### config.mk
export PLATFORM = sky130hd
export DESIGN_NAME = blvc_cfg_regs
export DESIGN_NICKNAME = d
export VERILOG_FILES = /design/src/hw/blvc_pkg.sv /design/src/hw/blvc_vpd_if.sv /design/src/hw/blvc_cfg_regs.sv /design/src/hw/blvc_vpd_seq.sv
export SDC_FILE = /design/constraint.sdc
export NUM_CORES = 1
export LEC_CHECK = 0
export BUFFER_PORTS_ARGS = -buffer_cell sky130_fd_sc_hd__buf_2
export CORE_UTILIZATION = 52
export CTS_BUF_LIST = sky130_fd_sc_hd__clkbuf_4
export CTS_CLUSTER_DIAMETER = 60
export DETAILED_ROUTE_END_ITERATION = 12
export GPL_ROUTABILITY_DRIVEN = 0
export GPL_TIMING_DRIVEN = 0
export PLACE_DENSITY = 0.85
export RECOVER_POWER = 50
export SYNTH_ARGS = -nofsm -noshare
export SYNTH_HDL_FRONTEND = slang
export SYNTH_SLANG_ARGS = --single-unit
### constraint.sdc
create_clock -name core_clk_in -period 4.1 [get_ports core_clk_in]
set_input_delay 0.205 -clock core_clk_in [delete_from_list [all_inputs] [get_ports core_clk_in]]
set_output_delay 0.205 -clock core_clk_in [all_outputs]
set_load 0.01 [all_outputs]
### src/hw/blvc_pkg.sv
package blvc_pkg;
  // Register offsets
  localparam logic [7:0] OFF_PHY0 = 8'hcc;
  localparam logic [7:0] OFF_PHY1 = 8'hd0;
  localparam logic [7:0] OFF_PHY2 = 8'hd4;
  localparam logic [7:0] OFF_VPD  = 8'hd8;
  localparam logic [7:0] OFF_DATA = 8'hdc;
  localparam logic [7:0] OFF_EXT  = 8'he0;
  // Reset values
  localparam logic [31:0] PHY0_RST = 32'h0400_1060;
  localparam logic [31:0] PHY1_RST = 32'h0400_0271;
  localparam logic [23:0] PHY2_RST = 24'h19_0254;
  localparam logic [7:0]  DEB_RST  = 8'h00;
  // Writable bit masks
  localparam logic [31:0] PHY0_WMASK = 32'hffff_1fff;
  localparam logic [31:0] PHY1_WMASK = 32'hffff_03ff;
  localparam logic [23:0] PHY2_WMASK = 24'h7f_7fff;
  localparam logic [31:0] EXT_WMASK  = 32'h8fff_ffff;
  // Capability header
  localparam logic [7:0] CAP_ID   = 8'h03;
  localparam logic [7:0] CAP_NEXT = 8'hf0;
  // Field positions
  localparam int VPD_FLAG_BIT = 31;
  localparam int VPD_ADDR_LSB = 18;
  localparam int VPD_ADDR_MSB = 23;
  localparam int EXT_EN_BIT   = 31;
  localparam int DEB_LSB      = 24;
  localparam logic [7:0] VPD_EEP_BASE = 8'h40;
  // Timing
  localparam int CLK_PERIOD_NS = 20;
  localparam int MS_NS         = 1000000;
  localparam int MS_CYCLES     = MS_NS / CLK_PERIOD_NS;
endpackage : blvc_pkg

### src/hw/blvc_vpd_if.sv
`timescale 1ns/1ps
// Request and completion between register bank and EEPROM sequencer
interface blvc_vpd_if;
  logic        start;
  logic        write;
  logic [7:0]  addr;
  logic [31:0] wdata;
  logic        done;
  logic [31:0] rdata;
  modport regs (output start, write, addr, wdata, input done, rdata);
  modport seq  (input start, write, addr, wdata, output done, rdata);
endinterface : blvc_vpd_if

### src/hw/blvc_cfg_regs.sv
`timescale 1ns/1ps
// Link tuning, product data and extended config address registers
module blvc_cfg_regs
  import blvc_pkg::*;
#(
  parameter int MS_CYCLES_P = MS_CYCLES
) (
  input  wire logic        core_clk_in,
  input  wire logic        rstn_in,
  // Configuration access port
  input  wire logic        cfg_req_in,
  input  wire logic        cfg_we_in,
  input  wire logic [7:0]  cfg_addr_in,
  input  wire logic [3:0]  cfg_be_in,
  input  wire logic [31:0] cfg_wdata_in,
  output logic [31:0]      cfg_rdata_out,
  output logic             cfg_ack_out,
  // Hot swap strap level
  input  wire logic        hot_swap_en_in,
  // EEPROM port
  output logic             eep_req_out,
  output logic             eep_we_out,
  output logic [7:0]       eep_addr_out,
  output logic [31:0]      eep_wdata_out,
  input  wire logic        eep_ack_in,
  input  wire logic [31:0] eep_rdata_in,
  // Link training controls
  output logic             hot_reset_en_out,
  output logic             loopback_en_out,
  output logic             crosslink_en_out,
  output logic             direct_cfg_en_out,
  output logic             debug_sel_out,
  output logic [2:0]       lane_neg_tries_out,
  output logic [4:0]       ts1_count_out,
  output logic [15:0]      l1_enter_timer_out,
  output logic [9:0]       l0s_life_out,
  output logic [15:0]      l1_life_out,
  output logic [7:0]       cdr_fts_count_out,
  output logic [6:0]       l0s_exit_lat_out,
  output logic [6:0]       l1_exit_lat_out,
  output logic [23:0]      debounce_cycles_out,
  // Extended configuration target
  output logic             ext_cfg_en_out,
  output logic [7:0]       ext_bus_out,
  output logic [4:0]       ext_dev_out,
  output logic [2:0]       ext_func_out,
  output logic [3:0]       ext_xreg_out,
  output logic [7:0]       ext_reg_out
);
  // Refuse a millisecond count the debounce product cannot hold
  if (MS_CYCLES_P < 1 || MS_CYCLES_P > 65535) begin : g_chk
    $error("MS_CYCLES_P out of range");
  end

  typedef struct packed {
    logic [31:0] phy0;
    logic [31:0] phy1;
    logic [23:0] phy2;
    logic [7:0]  deb;
    logic [5:0]  vaddr;
    logic        vflag;
    logic        vbusy;
    logic        start;
    logic [31:0] vdata;
    logic [31:0] ext;
    logic [31:0] rdata;
    logic        ack;
    logic [23:0] deb_cyc;
  } blvc_regs_s;

  blvc_regs_s s_r;
  blvc_regs_s s_nxt;

  blvc_vpd_if vpd_if ();

  // Byte-enable merge of writable bits
  function automatic logic [31:0] be_merge(
    input logic [31:0] old_v,
    input logic [31:0] new_v,
    input logic [3:0]  be,
    input logic [31:0] wmask
  );
    logic [31:0] m;
    m = {{8{be[3]}}, {8{be[2]}}, {8{be[1]}}, {8{be[0]}}} & wmask;
    return (old_v & ~m) | (new_v & m);
  endfunction : be_merge

  logic        wr;
  logic        rd;
  logic [31:0] vpd_word;
  logic [31:0] data_mask;

  assign wr = cfg_req_in & cfg_we_in;
  assign rd = cfg_req_in & ~cfg_we_in;

  assign vpd_word = {s_r.vflag, 7'h00, s_r.vaddr, 2'b00, CAP_NEXT, CAP_ID};

  // Data word locked while an EEPROM cycle runs
  assign data_mask = s_r.vbusy ? 32'h0000_0000 : 32'hffff_ffff;

  // Register update, cycle launch and read mux
  always_comb begin
    s_nxt       = s_r;
    s_nxt.start = 1'b0;
    s_nxt.ack   = cfg_req_in;
    s_nxt.rdata = 32'h0000_0000;
    if (wr) begin
      case (cfg_addr_in)
        OFF_PHY0: s_nxt.phy0 = be_merge(s_r.phy0, cfg_wdata_in, cfg_be_in, PHY0_WMASK);
        OFF_PHY1: s_nxt.phy1 = be_merge(s_r.phy1, cfg_wdata_in, cfg_be_in, PHY1_WMASK);
        OFF_PHY2: begin
          s_nxt.phy2 = 24'(be_merge({8'h00, s_r.phy2}, cfg_wdata_in, cfg_be_in,
                                    {8'h00, PHY2_WMASK}));
          if (hot_swap_en_in && cfg_be_in[3]) begin
            s_nxt.deb = cfg_wdata_in[31:DEB_LSB];
          end
        end
        OFF_VPD: begin
          if (!s_r.vbusy) begin
            if (cfg_be_in[2]) begin
              s_nxt.vaddr = cfg_wdata_in[VPD_ADDR_MSB:VPD_ADDR_LSB];
            end
            if (cfg_be_in[3]) begin
              s_nxt.vflag = cfg_wdata_in[VPD_FLAG_BIT];
              s_nxt.vbusy = 1'b1;
              s_nxt.start = 1'b1;
            end
          end
        end
        OFF_DATA: s_nxt.vdata = be_merge(s_r.vdata, cfg_wdata_in, cfg_be_in, data_mask);
        OFF_EXT:  s_nxt.ext = be_merge(s_r.ext, cfg_wdata_in, cfg_be_in, EXT_WMASK);
        default: ;
      endcase
    end
    if (vpd_if.done) begin
      s_nxt.vbusy = 1'b0;
      s_nxt.vflag = ~s_r.vflag;
      if (!s_r.vflag) begin
        s_nxt.vdata = vpd_if.rdata;
      end
    end
    if (rd) begin
      case (cfg_addr_in)
        OFF_PHY0: s_nxt.rdata = s_r.phy0;
        OFF_PHY1: s_nxt.rdata = s_r.phy1;
        OFF_PHY2: s_nxt.rdata = {s_r.deb, s_r.phy2};
        OFF_VPD:  s_nxt.rdata = vpd_word;
        OFF_DATA: s_nxt.rdata = s_r.vdata;
        OFF_EXT:  s_nxt.rdata = s_r.ext;
        default:  s_nxt.rdata = 32'h0000_0000;
      endcase
    end
    s_nxt.deb_cyc = 24'((32'(s_r.deb) + 32'd1) * 32'(MS_CYCLES_P));
  end

  // State register
  always_ff @(posedge core_clk_in or negedge rstn_in) begin
    if (!rstn_in) begin
      s_r      <= '0;
      s_r.phy0 <= PHY0_RST;
      s_r.phy1 <= PHY1_RST;
      s_r.phy2 <= PHY2_RST;
      s_r.deb  <= DEB_RST;
    end else begin
      s_r <= s_nxt;
    end
  end

  assign vpd_if.addr  = {2'b00, s_r.vaddr} + VPD_EEP_BASE;
  assign vpd_if.start = s_r.start;
  assign vpd_if.write = s_r.vflag;
  assign vpd_if.wdata = s_r.vdata;

  blvc_vpd_seq u_seq (
    .core_clk_in   (core_clk_in),
    .rstn_in       (rstn_in),
    .vpd           (vpd_if.seq),
    .eep_req_out   (eep_req_out),
    .eep_we_out    (eep_we_out),
    .eep_addr_out  (eep_addr_out),
    .eep_wdata_out (eep_wdata_out),
    .eep_ack_in    (eep_ack_in),
    .eep_rdata_in  (eep_rdata_in)
  );

  // Bus answer
  assign cfg_rdata_out = s_r.rdata;
  assign cfg_ack_out   = s_r.ack;

  assign hot_reset_en_out  = s_r.phy0[0];
  assign loopback_en_out   = s_r.phy0[1];
  assign crosslink_en_out  = s_r.phy0[2];
  assign direct_cfg_en_out = s_r.phy0[3];
  assign debug_sel_out     = s_r.phy0[4];

  assign lane_neg_tries_out = s_r.phy0[7:5];
  assign ts1_count_out      = s_r.phy0[12:8];
  assign l1_enter_timer_out = s_r.phy0[31:16];

  assign l0s_life_out = s_r.phy1[9:0];
  assign l1_life_out  = s_r.phy1[31:16];

  assign cdr_fts_count_out = s_r.phy2[7:0];

  assign l0s_exit_lat_out = s_r.phy2[14:8];
  assign l1_exit_lat_out  = s_r.phy2[22:16];

  assign debounce_cycles_out = s_r.deb_cyc;

  assign ext_cfg_en_out = s_r.ext[EXT_EN_BIT];
  assign ext_bus_out    = s_r.ext[27:20];
  assign ext_dev_out    = s_r.ext[19:15];
  assign ext_func_out   = s_r.ext[14:12];
  assign ext_xreg_out   = s_r.ext[11:8];
  assign ext_reg_out    = s_r.ext[7:0];
endmodule : blvc_cfg_regs

### src/hw/blvc_vpd_seq.sv
`timescale 1ns/1ps
// Runs one EEPROM cycle per start and reports completion
module blvc_vpd_seq
  import blvc_pkg::*;
(
  input  wire logic        core_clk_in,
  input  wire logic        rstn_in,
  blvc_vpd_if.seq          vpd,
  output logic             eep_req_out,
  output logic             eep_we_out,
  output logic [7:0]       eep_addr_out,
  output logic [31:0]      eep_wdata_out,
  input  wire logic        eep_ack_in,
  input  wire logic [31:0] eep_rdata_in
);
  typedef enum logic [1:0] {
    SQ_IDLE = 2'b00,
    SQ_BUSY = 2'b01,
    SQ_DONE = 2'b10
  } blvc_sq_e;

  typedef struct packed {
    blvc_sq_e    st;
    logic        req;
    logic        we;
    logic [7:0]  addr;
    logic [31:0] wdata;
    logic [31:0] rdata;
    logic        done;
  } blvc_sq_s;

  blvc_sq_s s_r;
  blvc_sq_s s_nxt;

  // Next-state logic
  always_comb begin
    s_nxt      = s_r;
    s_nxt.done = 1'b0;
    case (s_r.st)
      SQ_IDLE: begin
        if (vpd.start) begin
          s_nxt.st    = SQ_BUSY;
          s_nxt.req   = 1'b1;
          s_nxt.we    = vpd.write;
          s_nxt.addr  = vpd.addr;
          s_nxt.wdata = vpd.wdata;
        end
      end
      SQ_BUSY: begin
        if (eep_ack_in) begin
          s_nxt.st    = SQ_DONE;
          s_nxt.req   = 1'b0;
          s_nxt.rdata = eep_rdata_in;
          s_nxt.done  = 1'b1;
        end
      end
      SQ_DONE: s_nxt.st = SQ_IDLE;
      default: s_nxt.st = SQ_IDLE;
    endcase
  end

  // State register
  always_ff @(posedge core_clk_in or negedge rstn_in) begin
    if (!rstn_in) begin
      s_r <= '0;
    end else begin
      s_r <= s_nxt;
    end
  end

  assign vpd.done      = s_r.done;
  assign vpd.rdata     = s_r.rdata;
  assign eep_req_out   = s_r.req;
  assign eep_we_out    = s_r.we;
  assign eep_addr_out  = s_r.addr;
  assign eep_wdata_out = s_r.wdata;
endmodule : blvc_vpd_seq

; After elaboration in Yosys (flattened, before gate mapping)
; Cells that the tools add are included.
[totals]
regBits = 299
latchBits = 0
mem_bits_rw = 0
mem_bits_ro = 0
input_bits = 82
output_inout_bits = 205
word_cells = 95
n_memories = 0
[classes]
n_addsub = 2
n_mul = 1
n_div = 0
magnitude_cmp = 0
n_eq_ne = 10
shift = 0
mux = 18
bitwise = 26
reduce_logical = 18
[op_table]
columns = operator, count
row1 = bitwise AND 32 bit, 9
row2 = two-way mux 32 bit, 6
row3 = case mux 32 bit (6 select lines), 1
row4 = NOT 32 bit, 4
row5 = bitwise OR 32 bit, 4
row6 = two-way mux 67 bit, 1
row7 = equality test 8 bit (second input constant), 6
row8 = two-way mux 44 bit, 1
row9 = bitwise AND 24 x 23 -> 24 bit, 1
row10 = bitwise AND 24 bit, 1
row11 = NOT 23 -> 24 bit, 1
row12 = bitwise OR 24 bit, 1
row13 = multiplier 9 x 12 -> 20 bit (second input constant), 1
row14 = AND reduction 2 bit, 8
row15 = two-way mux 3 bit, 4
row16 = adder 8 x 1 -> 9 bit (second input constant), 1
row17 = adder 6 x 7 -> 8 bit (second input constant), 1
row18 = AND reduction 4 bit, 2
row19 = nonzero test 2 bit, 4
row20 = AND reduction 3 bit, 2
row21 = inequality test 2 bit (second input constant), 2
row22 = case mux 2 bit (2 select lines), 1
row23 = NOT 1 bit, 3
row24 = bitwise AND 1 bit, 2
row25 = 7 further kinds, 8

; Logic depth before layout (Yosys ltp)
; Gate-level depths: netlist of the first run.
[depth]
word_depth = 9
ltp_mapped = 19
ltp_nobuf = 18

; By module
; From an unflattened synthesis of the first run, not the netlist that was laid out.
[hier_totals]
hier_cells = 1253
area_unflattened_um2 = 15202.1
[modules_own_cells]
columns = mod, n_inst, cells_each, area_each_um2, seq_area_each_um2
row1 = blvc_cfg_regs, 1, 1013, 11627.4, 5226.3
row2 = blvc_vpd_seq, 1, 240, 3574.7, 1926.8

; Worst setup path before layout of the first run
; No wires, ideal clock.
[synth_path]
kind = flip-flop to flip-flop
start = reg s_r[130] (netlist name)
end = reg s_r (netlist bit debounce_cycles_out[23])
setup_time_ns = 0.071
arrival_ns = 4.425
t_required_ns = 4.029
slack_ns = -0.395
stages_incl_launch_ff = 19
n_path_buf = 1
synth_period_minus_slack_ns = 4.495
cell_sequence = dfrtp_1 > clkbuf_1 > and3_1 > nand3_1 > xnor2_1 > ha_1 > inv_1 > fa_1 > inv_1 > ha_1 > inv_1 > fa_1 > inv_1 > fa_1 > a21oi_1 > o211ai_1 > a21o_1 > or4b_2 > nand4_1
[synth_lines]
columns = item, line_no
row1 = from (decl), blvc_cfg_regs.sv:71  ; blvc_regs_s s_r;
row2 = from (signal assigned), blvc_cfg_regs.sv:165  ; s_r <= s_nxt;

==> results of run 1 <==
## power groups by stage
stage | Combinational, mW | Sequential (mW) | Clock (mW)
3_3_place_gp | 0.602 | 3.31 | 0
6_report | 0.718 | 3.30 | 2.57
5_1_grt | 0.789 | 3.32 | 2.75
4_1_cts | 0.702 | 3.28 | 2.57
3_5_place_dp | 0.641 | 3.33 | 0
2_1_floorplan | 0.389 | 3.26 | 0
## per-layer routing
metal	track usage	up-vias
met3	0.0773	176
met2	0.529	675
met4	0.195	2
li1	-	5209
met5	0	-
met1	0.381	5940
## critical path, delay by kind of cell, from the launching register on
kind / cells / cell delay [ns]
fa+ha+maj: 6 / 1.90
flops: 1 / 0.40
simple gates: 5 / 1.03
compound gates: 2 / 0.34
xor+xnor: 1 / 0.23
buf+inv: 4 / 0.43
## per-stage QoR
stage	hold slack [ns]	total power [mW]	setup TNS, ns	cell area, um^2	cells
after floorplan	-0.0906	3.65	-0.0162	15100	1291
after global placement	0.368	3.91	-596.14	16900	1947
after detailed placement	0.146	3.97	-1.79	17000	1949
after CTS	0.00171	6.55	-0.275	19000	2173
after global routing	0.0960	6.86	-3.37	18900	2182
final	0.127	6.59	-1.10	18900	2186
## cells by family (layout without fill, tap and decap cells)
group                      count (synthesis)  count (layout)  share of synthesized area
and+or+nand+nor                          268             268                     0.0881
adders and majority gates                 70              70                     0.0676
buffers and inverters                    283             791                      0.122
AOI/OAI and AO/OA                        139             139                     0.0645
muxes                                    220             220                      0.164
DFF                                      284             284                      0.480
xor gates and xnor gates                  22              22                     0.0130
other                                      1              14                   0.000253
## cell usage in the layout (no fill, tap or decap), types with 4 or more instances in the layout
master           n
a21o_1           7
a21oi_1         16
a221oi_1         4
a222oi_1        15
a22o_1          18
a22oi_1          8
a32oi_1          5
and3_1           7
buf_2          176
buf_4          214
clkbuf_1       145
clkbuf_4       113
clkinv_1        13
conb_1           5
dfrtp_1        264
dfstp_2         17
diode_2          9
dlygate4sd3_1   72
fa_1            15
ha_1            39
ha_4            12
inv_1           36
inv_2            8
mux2_2         168
mux2i_1         49
nand2_1        155
nand2b_1         7
nand3_1          9
nand3_2          6
nor2_1          36
nor2_2           6
nor3_1           8
nor4_4           4
o21ai_0         42
o21ai_1          4
xnor2_1          7
xor2_1           9
## what timing repair did
| action | CTS | global route |
|---|---|---|
| cloned | 0 | 0 |
| gates resized for setup | 29 | 13 |
| endpoints found under the setup margin | 8 | 9 |
| endpoints found under the hold margin | 459 | 17 |
| buffers inserted | 23 | 3 |
| hold buffers | 71 | 1 |
| pin swaps | 26 | 9 |
## how the worst max path moves through the flow
stage,end,cells after the start,slack (ns)
after CTS,debounce_cycles_out[23],18,-0.17
after detailed placement,debounce_cycles_out[23],16,-0.40
after global routing,debounce_cycles_out[23],18,-0.37
after floorplan,debounce_cycles_out[23],18,-0.02
final,debounce_cycles_out[23],18,-0.29
after global placement,asynchronous set/reset pin,1,-2.22
## final cells by class
cell class | instances | area [um^2] | share of cell area
antenna | 9 | 22.5 | 0.00119
multi-input combinational | 724 | 6270 | 0.332
tap | 378 | 473 | 0.0251
sequential | 284 | 7130 | 0.378
clock inverter | 20 | 141 | 0.00750
buffer | 238 | 1640 | 0.0867
inverter | 45 | 175 | 0.00929
clock buffer | 110 | 826 | 0.0438
timing repair buffer | 378 | 2190 | 0.116
==> impl_metrics.csv, run 1 <==
group,metric,value,unit
die,pin_count,287,
power_and_ir_drop,ir_worst_vdd,242,uV
clocking,cts_sinks,284,
critical_path,end_kind,"register",
sta,fmax,0.228,GHz
synthesis,synth-edff-count,0,
sta,period_needed,4.39,ns
clocking,numCtsBuffers,75,
sta,drv_slew,48,
drt,num_vias,12000,
drt,drc,0,
drt,drtIter0Drc,907,
sta,setup_viol,8,
die,die_w,171,um
worst_hold_path,holdPathStages,3,
critical_path,path_class,"reg2reg",
drt,wire_per_inst,21.4,um
power_and_ir_drop,comb_power_share,0.109,
power_and_ir_drop,seqPwrFrac,0.501,
place,hpwl,30900,um
clocking,cts_tree,"yes",
clocking,cts_htree_levels,3,
synthesis,synth-main-ff-cell,"dfrtp_1",
global_routing,grt_max_degree,123,
worst_hold_path,min_path_type,"in2reg",
critical_path,cpMostUsedCell,"ha_4",
sta,skew,0.0426,ns
final_layout,nets,1898,
critical_path,crit_start,"s_r[130]",
clocking,path_clk_slew,0.09,ns
critical_path,reg2reg_setup_slack,-0.29,ns
power_and_ir_drop,p_switching,1.83,mW
global_routing,grt-ovfl-total,0,
critical_path,r2r-end,"debounce_cycles_out[23]",
sta,fin_crit_sh,1.07,
critical_path,startpoint_type,"register",
global_routing,grt_pass1_vias,12500,
synthesis,yosys_register_bits,284,
drt,routed_via_density,5.49,
critical_path,crit_chain,"buf_4 -> ha_4 -> nand3_4 -> nor2_4 -> xor2_2 -> buf_4 -> ha_4 -> ha_1 -> inv_1 -> fa_1 -> inv_1 -> fa_1 -> ha_4 -> and3_4 -> o211a_1 -> a21o_1 -> or4b_4 -> nand4_1",
synthesis,syn-cell-area,0.0148,mm^2
final_layout,final_core_util,0.675,
drt,ant_nets,0,
drt,top_layer_used,"met5",
power_and_ir_drop,p_clk_frac,0.390,
place,port_buffers,278,
run,cap_violations,1,
die,rows,61,
run_status,violations,"max-capacitance violations, max-slew violations, negative setup slack",
worst_hold_path,min_from,"cfg_be_in[0]",
synthesis,async_flop_share,1.00,
global_routing,antenna_found_initial,9,
die,core_area,0.0279,mm^2
sta,slew-limit-headroom,-0.739,
drt,drt-pass1-iter-count,7,
synthesis,synth_area_per_cell,11.5,um^2
clocking,cts.path.max_buffers,3,
synthesis,synth_cells,1287,
drt,met2_length,22700,um
final_layout,syn_to_final_growth,27.0,%
global_routing,track_usage,0.321,
sta,rsz0062_at_grt,"true",
synthesis,synth_common_cells,"dfrtp_1, buf_4, mux2_2",
power_and_ir_drop,p_leak,9.92,nW
critical_path,r2r-start,"s_r[130]",
power_and_ir_drop,power.density,349,mW/mm^2
clocking,root_buffer,"clkbuf_4",
synthesis,yosysMostFrequentCell,"dfrtp_1",
drt,drt_wl_total,46700,um
run_status,status,"complete, but fails checks",
synthesis,yosysWarnings,0,
critical_path,reg2reg_depth,18,
die,die_y,171,um
drt,wl_met1,17700,um
global_routing,grt_pass1_wl,69700,um
critical_path,required,4.72,ns
die,die-area,0.0292,mm^2
critical_path,cp_data_arrival_time,5.01,ns
sta,hold_violations,0,
die,start_util,0.532,
synthesis,synth-seq-area-share,0.480,
clocking,clk_latency,0.71,ns
power_and_ir_drop,p_sw_frac,0.278,
critical_path,critical_path.slowest_cell,"fa_1",
final_layout,drive_above_1_share,0.431,
critical_path,critPathMaxFanout,3,
critical_path,slowest_delay,0.53,ns
place,preCtsSetupSlack,-0.399,ns
power_and_ir_drop,internal-power,4.75,mW
drt,wl_met3,3640,um
sta,worst_pin_slew,2.61,ns
final_layout,fillCellCount,2043,
synthesis,synth_cell_types,60,
synthesis,synth_area_leader_cell,"dfrtp_1",
sta,fin_ws,-0.291,ns
synthesis,synth_top_area_frac,0.450,
synthesis,synthTopCellsByArea,"dfrtp_1, mux2_2, buf_4",
Note: power is estimated with default switching activity, not from simulation.
==> inputs of run 2 (changes only) <==
- ABC_AREA: not set -> 0
- PLACE_DENSITY: 0.85 -> not set
- PLACE_DENSITY_LB_ADDON: not set -> 0.12
- RECOVER_POWER: 50 -> 25
==> run 2 against run 1 <==
Compared with the run above:
- clock power rose by 4%
- largest power group unchanged
- hold slack got worse by 0.030 ns
- first-iteration DRC count fell by 15%
- clock skew rose by 0.0059 ns
- critical path depth did not move
- routed wire length fell by 7.5%
- global-route usage fell by 2.4 points
- the flow still finishes with violations (max-capacitance violations, max-slew violations, negative setup slack)
- via count fell by 4.2%
==> impl_metrics.csv, run 2 (synthesized netlist as in run 1, its figures left out) <==
group,metric,value,unit
critical_path,critical_path.slowest_cell,"fa_1",
power_and_ir_drop,ir_worst_vdd,241,uV
critical_path,path_buf_inv,7,
critical_path,end_kind,"register",
sta,whs,0.0970,ns
power_and_ir_drop,seqPwrFrac,0.494,
run_status,status,"complete, but fails checks",
critical_path,path_class,"reg2reg",
critical_path,critPathMaxFanout,5,
run,cap_violations,1,
power_and_ir_drop,comb_power_share,0.105,
clocking,cts_sinks,284,
die,pin_count,287,
clocking,clk_latency,0.69,ns
die,start_util,0.532,
sta,hold_violations,0,
die,die-area,0.0292,mm^2
clocking,path_clk_slew,0.07,ns
clocking,cts_tree,"yes",
clocking,numCtsBuffers,76,
global_routing,grt_pass1_vias,11500,
sta,fin_crit_sh,1.09,
critical_path,slowest_delay,0.55,ns
sta,rsz0062_at_grt,"true",
die,core_area,0.0279,mm^2
global_routing,grt_pass1_wl,64800,um
global_routing,grt-ovfl-total,0,
critical_path,cpMostUsedCell,"inv_2",
die,die_y,171,um
final_layout,syn_to_final_growth,29.7,%
global_routing,grt_max_degree,117,
drt,num_vias,11500,
drt,drtIter0Drc,775,
sta,fin_ws,-0.358,ns
place,hpwl,29900,um
drt,drt-pass1-iter-count,5,
critical_path,path_delay_family,"adder cells",
drt,drt_wl_total,43200,um
critical_path,crit_chain,"buf_8 -> clkinvlp_4 -> ha_4 -> inv_4 -> ha_4 -> inv_2 -> fa_1 -> inv_2 -> ha_4 -> inv_2 -> fa_1 -> inv_2 -> fa_2 -> a21oi_4 -> o21ai_0 -> a2111oi_1 -> nor3_1 -> xor2_1",
global_routing,antenna_found_initial,8,
power_and_ir_drop,p_leak,10.5,nW
power_and_ir_drop,internal-power,4.87,mW
critical_path,cp_data_arrival_time,5.02,ns
place,preCtsSetupSlack,-0.390,ns
sta,fmax,0.224,GHz
place,port_buffers,278,
sta,drv_slew,59,
global_routing,track_usage,0.297,
power_and_ir_drop,p_sw_frac,0.269,
final_layout,fillCellCount,2182,
final_layout,final_common_cell,"buf_2",
power_and_ir_drop,p_switching,1.79,mW
power_and_ir_drop,power.density,346,mW/mm^2
die,rows,61,
sta,slew-limit-headroom,-1.10,
drt,wire_per_inst,19.7,um
drt,ant_nets,0,
clocking,cts_htree_levels,3,
die,die_w,171,um
sta,period_needed,4.46,ns
clocking,cts.path.max_buffers,3,
sta,skew,0.0485,ns
worst_hold_path,min_path_type,"in2reg",
final_layout,drive_above_1_share,0.511,
sta,setup_viol,7,
power_and_ir_drop,p_clk_frac,0.401,
critical_path,startpoint_type,"register",
critical_path,required,4.66,ns
sta,worst_pin_slew,3.16,ns
drt,drc,0,
run_status,violations,"max-capacitance violations, max-slew violations, negative setup slack",
final_layout,final_cell_mix,"buf_2, dfrtp_1, buf_4, mux2_2, nand2_1",
drt,routed_via_density,5.25,
final_layout,nets,1904,
clocking,root_buffer,"clkbuf_4",
[run 2: changes by cell type in the layout (fill, tap and decap cells not counted), moves of 2 or more]
cell           change
xor2_2             -2
ha_1               -7
diode_2            -5
buf_6              +7
ha_4               +8
clkbuf_1         -118
inv_1              -7
clkinv_1           -7
dlygate4sd3_1      -2
inv_2              +5
clkbuf_4           +9
buf_4              +8
buf_2            +112
[run 2: what timing repair did]
action	in CTS	in global routing
resized for setup	25	39
gates cloned	0	0
pin swaps	21	25
setup buffers	27	12
endpoints found under the hold margin	433	0
setup endpoints to repair	8	10
hold buffers	70	0
[run 2: power by group through the flow]
stage	clock, mW	sequential, mW	combinational (mW)
detailed placement	0	3.34	0.638
finish	2.67	3.29	0.699
global placement	0	3.33	0.608
floorplan	0	3.26	0.389
CTS	2.72	3.29	0.701
global route	2.89	3.33	0.788
[run 2: path summary, 6_finish.rpt]
path / end / start / slack, ns / depth (start not counted)
hold / removal: cfg_rdata_out[31] / cfg_addr_in[5] / 0.1 / 5
setup / recovery: debounce_cycles_out[17] / s_r[130] / -0.36 / 18
max in group asynchronous: s_r[133] / rstn_in / 0.72 / 3
setup reg to reg: debounce_cycles_out[17] / s_r[130] / -0.36 / 18
hold reg to reg: u_seq.s_r[75] / u_seq.s_r[76] / 0.45 / 1
min in group asynchronous: debounce_cycles_out[12] / rstn_in / 1.11 / 2
[run 2: worst register-to-register path, delay by kind of cell, from the launching register on]
kind | cells | cell delay [ns]
AO/OA/AOI/OAI | 3 | 0.93
XOR/XNOR | 1 | 0.17
AND/OR/NAND/NOR | 1 | 0.14
adder cells (fa/ha/maj) | 6 | 2.22
flip-flops | 1 | 0.42
buffers and inverters | 7 | 0.46
[run 2: per-layer routing]
| metal | vias to the layer above | global-route usage | wire, um |
|---|---|---|---|
| li1 | 5224 | - | - |
| met1 | 5683 | 0.379 | 17600 |
| met2 | 489 | 0.482 | 21000 |
| met3 | 97 | 0.0622 | 3010 |
| met4 | 6 | 0.145 | 1520 |
| met5 | - | 0 | 39 |
[run 2: layout make-up]
type,count,area [um^2],share of cell area
diodes,4,10.0,0.000520
plain buffers,238,1660,0.0861
clock buffers,122,916,0.0476
clock inverters,11,108,0.00559
inverters,45,178,0.00923
multi-input cells,724,6380,0.331
flip-flops and latches,284,7130,0.370
well taps,378,473,0.0246
repair buffers,383,2400,0.125
[run 2: through the flow]
| stage | util | instances | power [mW] | cell area [um^2] | TNS (ns) |
|---|---|---|---|---|---|
| after floorplan | - | 1291 | 3.65 | 15100 | -0.0162 |
| after global placement | 0.606 | 1947 | 3.94 | 16900 | -648.19 |
| after detailed placement | 0.609 | 1949 | 3.98 | 17000 | -2.03 |
| after CTS | 0.683 | 2179 | 6.71 | 19100 | -0.895 |
| after global routing | 0.689 | 2188 | 7.01 | 19300 | -2.12 |
| final | 0.689 | 2189 | 6.67 | 19300 | -1.02 |
==> inputs of run 3 (changes only) <==
- CORE_MARGIN: not set -> 2
- CORE_UTILIZATION: 52 -> 57
- clock period: 4.1 -> 5.2 ns (I/O delays scaled with it)
==> run 3 against run 2 <==
Compared with the run above:
- clock-buffer cell count down 8
- non-clock buffer count down 33
- fmax down 8.9%
- sequential power down 21%
- the run ends with max-capacitance violations, max-slew violations left
- via count down 2.2%
- combinational power down 22%
- power down 22%
- cell area down 4.0%
- utilization up 2.6 points
- largest power group unchanged
- routed wire length down 4.3%
==> impl_metrics.csv, run 3 (synthesized netlist as in run 1, its figures left out) <==
group,metric,value,unit
run_status,status,"complete, but fails checks",
run_status,violations,"max-capacitance violations, max-slew violations",
final_layout,fillCellCount,1994,
critical_path,reg2reg_setup_slack,0.31,ns
drt,drc,0,
final_layout,fin_cells,2114,
critical_path,cp_data_arrival_time,5.45,ns
critical_path,path_class,"reg2reg",
die,core_area,0.0258,mm^2
critical_path,startpoint_type,"register",
sta,fin_crit_sh,0.941,
clocking,cts_htree_levels,3,
clocking,cts.path.max_buffers,3,
critical_path,reg2reg_depth,16,
run,cap_violations,1,
critical_path,required,5.76,ns
final_layout,final_cell_mix,"buf_2, dfrtp_1, buf_4, mux2_2, nand2_1",
power_and_ir_drop,power.density,281,mW/mm^2
power_and_ir_drop,ir_worst_vdd,195,uV
power_and_ir_drop,p_leak,10.3,nW
drt,num_vias,11200,
die,start_util,0.575,
worst_hold_path,min_from,"cfg_addr_in[6]",
die,die_y,165,um
final_layout,final_common_cell,"buf_2",
die,pin_count,287,
sta,hold_violations,0,
clocking,cts_tree,"yes",
die,die_w,165,um
sta,period_needed,4.89,ns
global_routing,antenna_found_initial,5,
final_layout,drive_above_1_share,0.463,
clocking,clk_latency,0.68,ns
drt,ant_nets,0,
critical_path,end_kind,"register",
die,rows,59,
final_layout,multiInputGateArea,0.00594,mm^2
global_routing,grt_pass1_vias,11400,
clocking,cts_sinks,284,
drt,wire_per_inst,19.5,um
final_layout,design_area,0.0185,mm^2
worst_hold_path,min_to,"cfg_rdata_out[22]",
clocking,numCtsBuffers,73,
drt,drt-pass1-iter-count,5,
global_routing,grt-ovfl-total,0,
clocking,path_clk_slew,0.07,ns
sta,fmax,0.204,GHz
worst_hold_path,min_path_type,"in2reg",
power_and_ir_drop,total_power,5.20,mW
global_routing,use_met3,0.0632,
global_routing,use_met1,0.396,
place,port_buffers,278,
die,die-area,0.0274,mm^2
drt,routed_via_density,5.32,
global_routing,busiest_layer,"met2",
place,hpwl,29400,um
global_routing,grt_use_met2,0.507,
clocking,root_buffer,"clkbuf_4",
final_layout,nets,1868,
final_layout,syn_to_final_growth,24.5,%
sta,skew,0.0534,ns
place,placed_cells,1906,
global_routing,grt_pass1_wl,62500,um
critical_path,critPathMaxFanout,6,
global_routing,track_usage,0.306,
worst_hold_path,holdPathStages,5,
global_routing,grt_max_degree,115,
sta,rsz0062_at_grt,"false",
final_layout,regArea,0.00713,mm^2
sta,slew-limit-headroom,-1.61,
critical_path,r2r-start,"s_r[131]",
place,placed_area,0.0167,mm^2
sta,drv_slew,80,
critical_path,r2r-end,"debounce_cycles_out[23]",
drt,drtIter0Drc,836,
sta,worst_pin_slew,3.92,ns
sta,setup_viol,0,
drt,drt_wl_total,41300,um
## run 3: cell types whose count changed in the layout (fill, tap and decap cells not counted), sizes merged
cell	change
buf	-35
clkinv	+8
clkbuf	-7
clkinvlp	-2
bufinv	+1
clkdlybuf4s25	+1
diode	+1
inv	+1
## run 3: repair_timing
| action | in CTS | in global routing |
|---|---|---|
| resized for setup | 0 | 5 |
| hold buffers | 70 | 0 |
| endpoints found under the setup margin | 0 | 1 |
| endpoints found under the hold margin | 269 | 0 |
| buffers inserted | 0 | 0 |
## run 3: how the worst max path moves through the flow
| stage | from | end | slack [ns] | depth (start not counted) |
|---|---|---|---|---|
| 2_1_floorplan | s_r[130] | debounce_cycles_out[23] | 0.70 | 18 |
| 3_3_place_gp | rstn_in | u_seq.vpd.rdata[19] | -1.32 | 1 |
| 5_1_grt | s_r[131] | debounce_cycles_out[23] | 0.04 | 16 |
| 6_report | s_r[131] | debounce_cycles_out[23] | 0.31 | 16 |
| 3_5_place_dp | s_r[130] | debounce_cycles_out[23] | 0.17 | 18 |
| 4_1_cts | s_r[130] | debounce_cycles_out[23] | 0.11 | 18 |
## run 3: stage by stage
step | setup slack, ns | setup TNS (ns) | hold WS, ns | util
after floorplan | 0.705 | 0 | -0.0356 | -
after global routing | 0.0445 | 0 | 0.130 | 0.715
after global placement | -1.32 | -343.52 | 0.405 | 0.645
after detailed placement | 0.173 | 0 | 0.295 | 0.648
final | 0.309 | 0 | 0.142 | 0.715
after CTS | 0.107 | 0 | 0.0966 | 0.714
## run 3: final cells by class
cell class / count / area share
Antenna cell: 5 / 0.000677
Buffer: 238 / 0.0892
Clock buffer: 114 / 0.0463
Clock inverter: 19 / 0.00840
Inverter: 45 / 0.00914
Multi-Input combinational cell: 724 / 0.322
Sequential cell: 284 / 0.386
Tap cell: 335 / 0.0227
Timing Repair Buffer: 350 / 0.116
## run 3: worst max-delay path, cell delays in order (launching register included)
cell,delay [ns]
dfrtp_1,0.44
ha_1,0.23
nand3_1,0.12
nor2_1,0.22
xor2_2,0.29
ha_1,0.24
inv_1,0.08
fa_1,0.55
inv_1,0.06
fa_1,0.45
ha_1,0.29
ha_1,0.35
a21oi_1,0.25
o211ai_1,0.17
a21o_1,0.25
or4b_2,0.64
nand4_1,0.13
## run 3: metal layers
metal	vias to the layer above	wire length (um)
met5	-	13
met4	2	1120
met3	87	2990
li1	5149	-
met1	5534	17000
met2	470	20200
## run 3: power breakdown
part / internal (mW) / switching (mW)
Sequential: 2.43 / 0.168
Clock: 1.15 / 0.909
Combinational: 0.252 / 0.295
Total: 3.83 / 1.37
